===== src/core/host_status_pkg.sv =====
// package: constants and types for the transceiver host-mode and status block
package host_status_pkg;

  // ----------------------------------------
  // status word layout
  // ----------------------------------------
  localparam int STATUS_WIDTH = 16;
  localparam int BIT_LOCAL_WAKE = 0;
  localparam int BIT_REMOTE_WAKE = 1;
  localparam int BIT_RESERVED = 2;
  localparam int BIT_POWER_UP = 3;
  localparam int BIT_BUS_ERR = 4;
  localparam int BIT_OVERTEMP_ERR = 5;
  localparam int BIT_OVERTEMP_WARN = 6;
  localparam int BIT_TX_TIMEOUT = 7;
  localparam int BIT_BAT_UV = 8;
  localparam int BIT_CORE_UV = 9;
  localparam int BIT_IO_UV = 10;
  localparam int BIT_ERROR_SUM = 11;
  localparam int BIT_WAKE_SOURCE = 12;
  localparam int BIT_MODE_IND = 13;
  localparam int BIT_STBY_IND = 14;
  localparam int BIT_PARITY = 15;
  localparam int LATCH_FIRST = 4;
  localparam int LATCH_LAST = 10;
  localparam logic [15:0] STATUS_RESET = 16'hffff;
  localparam logic [3:0] BIT_INDEX_LAST = 4'hf;

  // ----------------------------------------
  // timing
  // ----------------------------------------
  localparam int CLK_PERIOD_NS = 8;
  localparam int MODE_PIN_FILTER_TIME_NS = 2000;
  localparam int MODE_CHANGE_TIME_NS = 10000;
  localparam int READOUT_TIMEOUT_NS = 20000;
  localparam int FILTER_CYCLES = (MODE_PIN_FILTER_TIME_NS + CLK_PERIOD_NS - 1) / CLK_PERIOD_NS;
  localparam int MODE_CHANGE_CYCLES = MODE_CHANGE_TIME_NS / CLK_PERIOD_NS;
  localparam int READOUT_TIMEOUT_CYCLES = READOUT_TIMEOUT_NS / CLK_PERIOD_NS;

  // ----------------------------------------
  // operating modes
  // ----------------------------------------
  typedef enum logic [2:0] {
    standby_mode,
    normal_mode,
    receive_only_mode,
    go_to_sleep_command,
    sleep_mode
  } op_mode_type;

endpackage


===== src/core/transceiver_host_mode_status.sv =====
// module: host pin decoding, mode control, fault output and status word readout
// What this block does
// - pins decode: both high normal, standby only receive-only, mode only sleep, none standby.
// - go-to-sleep command passes automatically into sleep mode.
// - absent io reference forces fault output low and pins to defaults.
// - io undervoltage ignores host commands and forces sleep mode.
// - pin levels must be stable for filter time before a mode change.
// - mode change completes within mode change time; outputs valid afterwards.
// - inputs level triggered; mode pins pass an extra digital filter.
// - the mode select pin also triggers serial readout of the status word.
// - in normal mode only, bus versus transmit mismatch records bus failure.
// - a detected bus failure is reported on the fault output in normal mode and in receive-only with no wake pending.
// - io undervoltage forces the fault output low; battery and core undervoltage show only in normal mode and in receive-only with no wake pending.
// - wake detection stays active in every mode.
// - failure, wake and diagnostic data kept in one sixteen bit status word.
// - bit0 local wake, bit1 remote wake, bit2 reserved inactive, bit3 power-up.
// - bits 4-10 error causes in order, summarised in bit 11.
// - bit12 wake source, bits 13/14 pin indications, bit15 even parity.
// - every status bit except the bit15 parity is active low.
// - once readout enabled, each mode pin falling edge shifts next bit, lsb first.
// - latched bits clear after normal entry and full read, only if cause gone.
module transceiver_host_mode_status
  import host_status_pkg::*;
#(
  parameter int FILTER_COUNT = FILTER_CYCLES,
  parameter int MODE_CHANGE_COUNT = MODE_CHANGE_CYCLES,
  parameter int TIMEOUT_COUNT = READOUT_TIMEOUT_CYCLES
) (
  input wire logic sys_clk,
  input wire logic reset,
  input wire logic standby_select_n,
  input wire logic mode_select,
  input wire logic io_reference_supply,
  input wire logic battery_uv,
  input wire logic core_uv,
  input wire logic local_wake,
  input wire logic remote_wake,
  input wire logic overtemp_err,
  input wire logic overtemp_warn,
  input wire logic tx_timeout,
  input wire logic tx_active,
  input wire logic tx_data,
  input wire logic rx_data,
  output logic fault_status_n,
  output host_status_pkg::op_mode_type op_mode,
  output logic mode_valid,
  output logic [15:0] status_word
);
  import host_status_pkg::*;

  // ----------------------------------------
  // input gating and filtering
  // ----------------------------------------
  // pin defaults when supply absent
  // a missing io reference reads both pins low, so they look like a standby command
  wire io_ok = io_reference_supply;
  wire stby_in = io_ok ? standby_select_n : 1'b0;
  wire mode_in = io_ok ? mode_select : 1'b0;

  // glitch stage, previous sample and accepted level of each pin
  logic stby_glitch_q;
  logic mode_glitch_q;
  logic stby_f_q;
  logic mode_f_q;
  logic stby_prev_q;
  logic mode_prev_q;
  // limitation: filter counts above 65536 cycles do not fit this counter
  logic [15:0] filt_cnt_q;
  logic [15:0] filt_cnt_d;

  wire pins_moved = (stby_glitch_q != stby_prev_q) || (mode_glitch_q != mode_prev_q);
  wire filt_done = (filt_cnt_q >= 16'(FILTER_COUNT - 1));
  // accept only stable levels
  // both pins share one counter, so a change on either restarts the wait for both
  wire pins_accept = !pins_moved && filt_done &&
                     ((stby_glitch_q != stby_f_q) || (mode_glitch_q != mode_f_q));
  always_comb begin
    filt_cnt_d = filt_cnt_q;
    if (pins_moved) begin
      filt_cnt_d = 16'h0000;
    end else if (!filt_done) begin
      filt_cnt_d = filt_cnt_q + 16'h0001;
    end
  end

  // filter registers; restart on any level change so short pulses never pass
  always_ff @(posedge sys_clk or posedge reset) begin
    if (reset) begin
      stby_glitch_q <= 1'b0;
      mode_glitch_q <= 1'b0;
      stby_prev_q <= 1'b0;
      mode_prev_q <= 1'b0;
      stby_f_q <= 1'b0;
      mode_f_q <= 1'b0;
      filt_cnt_q <= 16'h0000;
    end else begin
      stby_glitch_q <= stby_in;
      mode_glitch_q <= mode_in;
      // prev trails the glitch stage by one cycle; a difference means the pins moved
      stby_prev_q <= stby_glitch_q;
      mode_prev_q <= mode_glitch_q;
      filt_cnt_q <= filt_cnt_d;
      if (pins_accept) begin
        stby_f_q <= stby_glitch_q;
        mode_f_q <= mode_glitch_q;
      end
    end
  end

  // ----------------------------------------
  // readout sequencer
  // ----------------------------------------
  logic mode_f_prev_q;
  // armed after the first edge, enabled once the word may be shifted out
  logic rd_armed_q;
  logic rd_enabled_q;
  logic [1:0] rd_edges_q;
  logic [3:0] rd_index_q;
  logic rd_bit_q;
  logic [15:0] rd_timer_q;
  logic rd_wrapped_q;
  op_mode_type mode_q, mode_d;

  wire mode_rise = mode_f_q && !mode_f_prev_q;
  wire mode_fall = !mode_f_q && mode_f_prev_q;
  wire mode_edge = mode_rise || mode_fall;
  wire rd_allowed = io_ok && (mode_q == normal_mode || mode_q == receive_only_mode ||
                    mode_q == standby_mode);
  wire rd_active = rd_armed_q || rd_enabled_q;
  // an idle readout ends on timeout and lets a held-off mode change through
  wire rd_timeout = rd_active && (rd_timer_q >= 16'(TIMEOUT_COUNT - 1)) && !mode_edge;
  // edges needed after the starting edge before the word is enabled
  wire [1:0] edges_needed = (mode_q == normal_mode) ? 2'd1 : 2'd2;
  wire full_read = rd_enabled_q && mode_fall && (rd_index_q == BIT_INDEX_LAST);

  // ----------------------------------------
  // status word assembly
  // ----------------------------------------
  logic [15:0] latch_q;
  logic wake_src_q;
  logic clear_pending_q;
  logic [15:0] cause;
  logic [15:0] set_word;

  // mismatch only counts in normal mode
  // sampled every cycle, so a single disagreeing cycle is enough to latch the bit
  wire bus_fail = (mode_q == normal_mode) && tx_active && (tx_data != rx_data);
  always_comb begin
    cause = 16'h0000;
    // wake causes watched in every mode
    cause[BIT_LOCAL_WAKE] = local_wake;
    cause[BIT_REMOTE_WAKE] = remote_wake;
    cause[BIT_BUS_ERR] = bus_fail;
    cause[BIT_OVERTEMP_ERR] = overtemp_err;
    cause[BIT_OVERTEMP_WARN] = overtemp_warn;
    cause[BIT_TX_TIMEOUT] = tx_timeout;
    cause[BIT_BAT_UV] = battery_uv;
    cause[BIT_CORE_UV] = core_uv;
    cause[BIT_IO_UV] = !io_ok;
  end

  always_comb begin
    set_word = latch_q;
    set_word[BIT_RESERVED] = 1'b0;
    set_word[BIT_ERROR_SUM] = |latch_q[LATCH_LAST:LATCH_FIRST];
    set_word[BIT_WAKE_SOURCE] = wake_src_q;
    set_word[BIT_MODE_IND] = mode_f_q;
    set_word[BIT_STBY_IND] = stby_f_q;
    set_word[BIT_PARITY] = 1'b0;
  end
  // active low image of set bits
  wire [14:0] low_bits = ~set_word[14:0];
  // even parity over the full word
  // parity is taken on the active-low image, which is what the host reads
  assign status_word = {^low_bits, low_bits};

  // latched bits; set beats clear so an event in the clearing cycle survives
  always_ff @(posedge sys_clk or posedge reset) begin
    if (reset) begin
      latch_q <= 16'h0008;
      wake_src_q <= 1'b0;
    end else begin
      // clear only causes that are gone
      // the power-up bit has no live cause, so the first clearing read removes it
      if (clear_pending_q && full_read) begin
        latch_q <= (latch_q & cause) | cause;
      end else begin
        latch_q <= latch_q | cause;
      end
      // source follows the latest event; local wins when both arrive together
      if (local_wake) begin
        wake_src_q <= 1'b1;
      end else if (remote_wake) begin
        wake_src_q <= 1'b0;
      end
    end
  end

  // ----------------------------------------
  // operating mode control
  // ----------------------------------------
  logic [15:0] change_cnt_q;
  logic mode_start;
  op_mode_type target;

  always_comb begin
    unique case ({stby_f_q, mode_f_q})
      2'b11: target = normal_mode;
      2'b10: target = receive_only_mode;
      2'b01: target = go_to_sleep_command;
      2'b00: target = standby_mode;
    endcase
  end

  // sleep stays put while the pins still ask for go-to-sleep
  always_comb begin
    mode_d = mode_q;
    mode_start = 1'b0;
    if (!io_ok) begin
      mode_d = sleep_mode;
    end else if (mode_q == go_to_sleep_command) begin
      mode_d = sleep_mode;
    end else if (!rd_active && target != mode_q &&
                 !(mode_q == sleep_mode && target == go_to_sleep_command)) begin
      // mode changes are held off while a readout runs
      mode_d = target;
    end
    mode_start = (mode_d != mode_q);
  end

  // outputs marked valid after mode change time
  always_ff @(posedge sys_clk or posedge reset) begin
    if (reset) begin
      mode_q <= standby_mode;
      change_cnt_q <= 16'h0000;
      clear_pending_q <= 1'b0;
    end else begin
      mode_q <= mode_d;
      if (mode_start) begin
        change_cnt_q <= 16'(MODE_CHANGE_COUNT);
      end else if (change_cnt_q != 16'h0000) begin
        change_cnt_q <= change_cnt_q - 16'h0001;
      end
      // clearing is armed only by a real entry into normal mode, not by staying there
      if (mode_start && mode_d == normal_mode) begin
        clear_pending_q <= 1'b1;
      end else if (full_read || mode_d != normal_mode) begin
        clear_pending_q <= 1'b0;
      end
    end
  end
  assign op_mode = mode_q;
  assign mode_valid = (change_cnt_q == 16'h0000);

  // ----------------------------------------
  // readout state
  // ----------------------------------------
  // mode pin edges arm the readout
  // edges are seen after filtering, so the readout clock must be slower than the filter
  always_ff @(posedge sys_clk or posedge reset) begin
    if (reset) begin
      mode_f_prev_q <= 1'b0;
      rd_armed_q <= 1'b0;
      rd_enabled_q <= 1'b0;
      rd_edges_q <= 2'd0;
      rd_index_q <= 4'h0;
      rd_bit_q <= 1'b1;
      rd_timer_q <= 16'h0000;
      rd_wrapped_q <= 1'b0;
    end else begin
      mode_f_prev_q <= mode_f_q;
      // timer restarts on every filtered edge; a stopped clock ends the readout
      if (mode_edge || !rd_active) begin
        rd_timer_q <= 16'h0000;
      end else begin
        rd_timer_q <= rd_timer_q + 16'h0001;
      end
      // leaving the allowed modes or timing out drops the readout at once
      if (!rd_allowed || rd_timeout) begin
        rd_armed_q <= 1'b0;
        rd_enabled_q <= 1'b0;
        rd_wrapped_q <= 1'b0;
      // first edge arms; normal needs one more edge, the other modes two
      end else if (!rd_active && mode_edge) begin
        rd_armed_q <= 1'b1;
        rd_edges_q <= 2'd0;
      end else if (rd_armed_q && mode_edge) begin
        if (rd_edges_q + 2'd1 == edges_needed) begin
          rd_armed_q <= 1'b0;
          rd_enabled_q <= 1'b1;
          rd_index_q <= 4'h0;
        end
        rd_edges_q <= rd_edges_q + 2'd1;
      end else if (rd_enabled_q && mode_fall) begin
        // lsb first, wraps after bit 15
        rd_bit_q <= status_word[rd_index_q];
        rd_index_q <= rd_index_q + 4'h1;
        if (rd_index_q == BIT_INDEX_LAST) begin
          rd_wrapped_q <= 1'b1;
        end
      end
    end
  end

  // ----------------------------------------
  // fault output
  // ----------------------------------------
  // bus failure and error summary on fault output
  wire err_flag = set_word[BIT_ERROR_SUM];
  wire wake_flag = set_word[BIT_LOCAL_WAKE] | set_word[BIT_REMOTE_WAKE];
  logic status_pin;
  // outside readout the pin shows the summary chosen by the current mode
  always_comb begin
    unique case (mode_q)
      normal_mode: status_pin = !err_flag;
      receive_only_mode: status_pin = wake_flag ? wake_src_q : !err_flag;
      default: status_pin = !wake_flag;
    endcase
  end

  // low whenever io reference missing
  // registered so the pin never glitches while mode or status word settle
  always_ff @(posedge sys_clk or posedge reset) begin
    if (reset) begin
      fault_status_n <= 1'b0;
    end else if (!io_ok) begin
      fault_status_n <= 1'b0;
    end else if (rd_enabled_q) begin
      fault_status_n <= rd_bit_q;
    end else begin
      fault_status_n <= status_pin;
    end
  end

endmodule


===== config.mk =====
export PLATFORM = sky130hd
export DESIGN_NAME = transceiver_host_mode_status
export DESIGN_NICKNAME = d
export VERILOG_FILES = /design/src/core/host_status_pkg.sv /design/src/core/transceiver_host_mode_status.sv
export SDC_FILE = /design/constraint.sdc
export NUM_CORES = 1
export LEC_CHECK = 0
export BUFFER_PORTS_ARGS = -buffer_cell sky130_fd_sc_hd__buf_4
export CAP_MARGIN = 20
export CORE_ASPECT_RATIO = 1.25
export CORE_MARGIN = 4
export CORE_UTILIZATION = 25
export CTS_BUF_LIST = sky130_fd_sc_hd__clkbuf_4 sky130_fd_sc_hd__clkbuf_8
export DETAILED_ROUTE_END_ITERATION = 10
export PLACE_DENSITY = 0.47
export SETUP_SLACK_MARGIN = 0.3
export SYNTH_ARGS = -nofsm -noshare
export SYNTH_HDL_FRONTEND = slang
export SYNTH_SLANG_ARGS = --single-unit

===== constraint.sdc =====
create_clock -name sys_clk -period 5.15 [get_ports sys_clk]
set_input_delay 0.7725 -clock sys_clk [delete_from_list [all_inputs] [get_ports sys_clk]]
set_output_delay 0.7725 -clock sys_clk [all_outputs]
set_load 0.02 [all_outputs]

==> flow_metrics.py <==
metrics = {
    "critical_path": {
        "ff2ff_path_depth": 7,
        "cp_data_arrival_time_ns": 2.50,
        "critPathLaunchType": "flip-flop",
        "worstPathCellList": "inv_1, ha_1, or3b_2, nand4b_1, nor2_1, buf_4",
        "path_class": "flip-flop to primary output",
        "slowest_delay_ns": 0.48,
        "cp_max_fo": 11,
        "slowest_stage": "or3b_2",
        "cp_data_required_time_ns": 4.38,
        "end_kind": "primary output",
    },
    "global_routing": {
        "grt_max_degree": 43,
        "grt_pass1_vias": 3201,
        "antenna_found_initial": 0,
        "met1_usage_pct": 12.4,
        "grt_use_met2_pct": 15.7,
        "grt_usage_pct": 9.74,
        "grt-ovfl-total": 0,
        "met3_usage_pct": 1.97,
        "busiest_layer": "met2",
        "grt_pass1_wl_mm": 15.5,
    },
    "layout": {
        "final_cell_mix": "dfrtp_1 (78), nor2_1 (40), buf_4 (36)",
        "final_nets": 488,
        "layout-drive-gt1-share_pct": 16.8,
        "syn_to_final_growth_pct": 14.3,
        "fillers": 1809,
        "antenna_cells": 0,
        "final_common_cell": "dfrtp_1",
    },
    "route": {
        "drtIter0Drc": 101,
        "wl_per_cell_um": 13.1,
        "wl_mm": 8.95,
        "route.detailed.drc": 0,
        "ant_nets": 0,
        "vias": 3166,
        "drt-pass1-iter-count": 4,
        "via_per_inst": 4.62,
    },
    "clocking": {
        "postCtsSetupRepairBufs": 0,
        "clock_sinks": 80,
        "cts_max_level": 3,
        "clk_path_buf_depth": 2,
        "clkSlewWorstSetupHoldPaths_ns": 0.08,
        "cts-resized-gates": 0,
        "cts_tree": "done",
        "cts_root_buf": "clkbuf_8",
        "cts_buffers": 9,
        "ctsHoldBuffers": 0,
        "insertion_delay_ns": 0.36,
    },
    "min_path": {
        "hold_class": "flip-flop to flip-flop",
        "whs_path_depth": 0,
    },
    "sta": {
        "skew_ns": 0.00697,
        "fmax_mhz": 306,
        "setup-violations-final": 0,
        "fin_crit_sh_pct": 63.5,
        "rsz0062_at_grt": "false",
        "hold_viol": 0,
        "setup_ws_ns": 1.88,
        "final.min_clock_period_ns": 3.27,
        "worst_pin_slew_ns": 0.892,
        "maxSlewHeadroom_pct": 39.8,
        "report.final.slew_viol_count": 0,
        "finalSetupTns_ns": 0,
    },
    "placed_design": {
        "gp_congestion": 0.781,
        "place_ws_ns": 2.27,
        "dp_hpwl_mm": 6.59,
        "portBuffers": 34,
    },
    "pwr": {
        "power_switching_mw": 0.377,
        "p_seq_share_pct": 53.4,
        "intPower_mw": 0.913,
        "p_per_area_nw_per_um2": 262,
        "combPwrFrac_pct": 13.3,
        "cellLeakagePower_nw": 2.12,
        "swShare_pct": 29.2,
        "pwr-share-clk_pct": 33.4,
        "peakVddDrop_uv": 102,
    },
    "run": {
        "max_cap_violations": 0,
    },
    "die": {
        "io_pins": 36,
        "die_w_um": 125,
        "core-area_um2": 16800,
        "start_util_pct": 25.6,
        "num_rows": 53,
        "die_area_um2": 19400,
        "die_height_um": 155,
    },
    "yosys": {
        "synth_edf_count": 0,
        "synth-seq-area-share_pct": 46.6,
        "async_reset_ff_share_pct": 100,
        "syn_area_um2": 4310,
        "ys_seq_elements": 80,
        "avgSynthCellArea_um2": 10.1,
        "synthFlopType": "dfrtp_1",
        "synth.net_count": 453,
        "synth_cell_type_count": 70,
        "syn_inst": 425,
        "synth_warnings": 0,
    },
    "run_status": {
        "status": "finished, final reports clean",
    },
}
==> registers in the layout (all words and copies together) (netlist names), 2 cells and up <==
| name | flops |
|---|---|
| rd_timer_q | 16 |
| latch_q | 10 |
| rd_edges_q | 2 |
| op_mode | 3 |
| change_cnt_q | 16 |
| filt_cnt_q | 16 |
| rd_index_q | 4 |
==> worst paths after layout <==
kind | slack (ns) | startpoint | endpoint
max in group asynchronous | 3.69 | reset | rd_timer_q[8]
min in group asynchronous | 0.51 | reset | filt_cnt_q[2]
setup reg to reg | 2.45 | stby_f_q | clear_pending_q
hold / removal | 0.45 | mode_glitch_q | mode_prev_q
setup / recovery | 1.88 | change_cnt_q[0] | mode_valid
hold reg to reg | 0.45 | mode_glitch_q | mode_prev_q
==> layout make-up <==
class                           instances  area (um2)  share of cell area (%)
Sequential cell                        80        2000                    40.7
Clock buffer                            9         124                    2.52
Clock inverter                          7        55.1                    1.12
Multi-Input combinational cell        308        2100                    42.6
Tap cell                              220         275                    5.60
Inverter                               25        95.1                    1.93
Timing Repair Buffer                   36         270                    5.49
==> power by group through the flow <==
stage	Combinational [mW]	Clock [mW]	Sequential (mW)
2_1_floorplan	0.136	0	0.692
3_3_place_gp	0.173	0	0.701
3_5_place_dp	0.175	0	0.702
4_1_cts	0.175	0.454	0.690
5_1_grt	0.195	0.480	0.694
6_report	0.171	0.431	0.689
==> critical path, delay by kind of cell, from the launching register on <==
family | cells | cell delay, ns
AND/OR/NAND/NOR | 3 | 1.31
flip-flops | 1 | 0.38
buffers and inverters | 2 | 0.29
adder cells (fa/ha/maj) | 1 | 0.16
==> kinds of logic (layout without fill, tap and decap cells) <==
kind of cell             after synthesis  in the layout  share of synthesized area (%)
AND/OR/NAND/NOR                      163            163                           20.4
AO/OA/AOI/OAI                         81             81                           13.3
flip-flops                            80             80                           46.6
XOR/XNOR                              42             42                           8.86
buffers and inverters                 37             77                           4.77
adder cells (fa/ha/maj)               13             13                           3.78
multiplexers                           8              8                           2.24
other                                  1              1                         0.0871
==> synthesized netlist by cell type, types with 5 or more instances <==
| master | n | share of area (%) |
|---|---|---|
| a21o_1 | 7 | 1.2 |
| a21oi_1 | 17 | 2.0 |
| and2_1 | 6 | 0.87 |
| and3_1 | 16 | 2.3 |
| dfrtp_1 | 78 | 45 |
| ha_1 | 13 | 3.8 |
| inv_1 | 25 | 2.2 |
| nand2_1 | 22 | 1.9 |
| nand2b_1 | 8 | 1.2 |
| nand3_1 | 15 | 1.7 |
| nor2_1 | 40 | 3.5 |
| nor3_1 | 12 | 1.4 |
| nor4_1 | 7 | 1.0 |
| o21ai_0 | 18 | 2.1 |
| o31ai_1 | 5 | 0.87 |
| or3_1 | 5 | 0.73 |
| xnor2_1 | 22 | 4.5 |
| xor2_1 | 19 | 3.9 |
==> through the flow <==
step / cell area, um2 / std cells / power [mW] / hold slack (ns) / utilization (%)
CTS: 4920 / 685 / 1.32 / 0.455 / 29.2
detailed placement: 4740 / 669 / 0.876 / 0.437 / 28.1
finish: 4920 / 685 / 1.29 / 0.446 / 29.2
floorplan: 4310 / 425 / 0.828 / 0.389 / -
global placement: 4740 / 669 / 0.874 / 0.435 / 28.1
global route: 4920 / 685 / 1.37 / 0.482 / 29.2
==> per-layer routing <==
layer | part of all wire [%] | routed length (um) | vias to the layer above
li1 | - | - | 1567
met1 | 46 | 4110 | 1535
met2 | 49 | 4380 | 52
met3 | 3.2 | 286 | 12
met4 | 1.9 | 167 | 0
met5 | 0 | 0 | -
No activity file was read; power rests on OpenSTA's default activity.
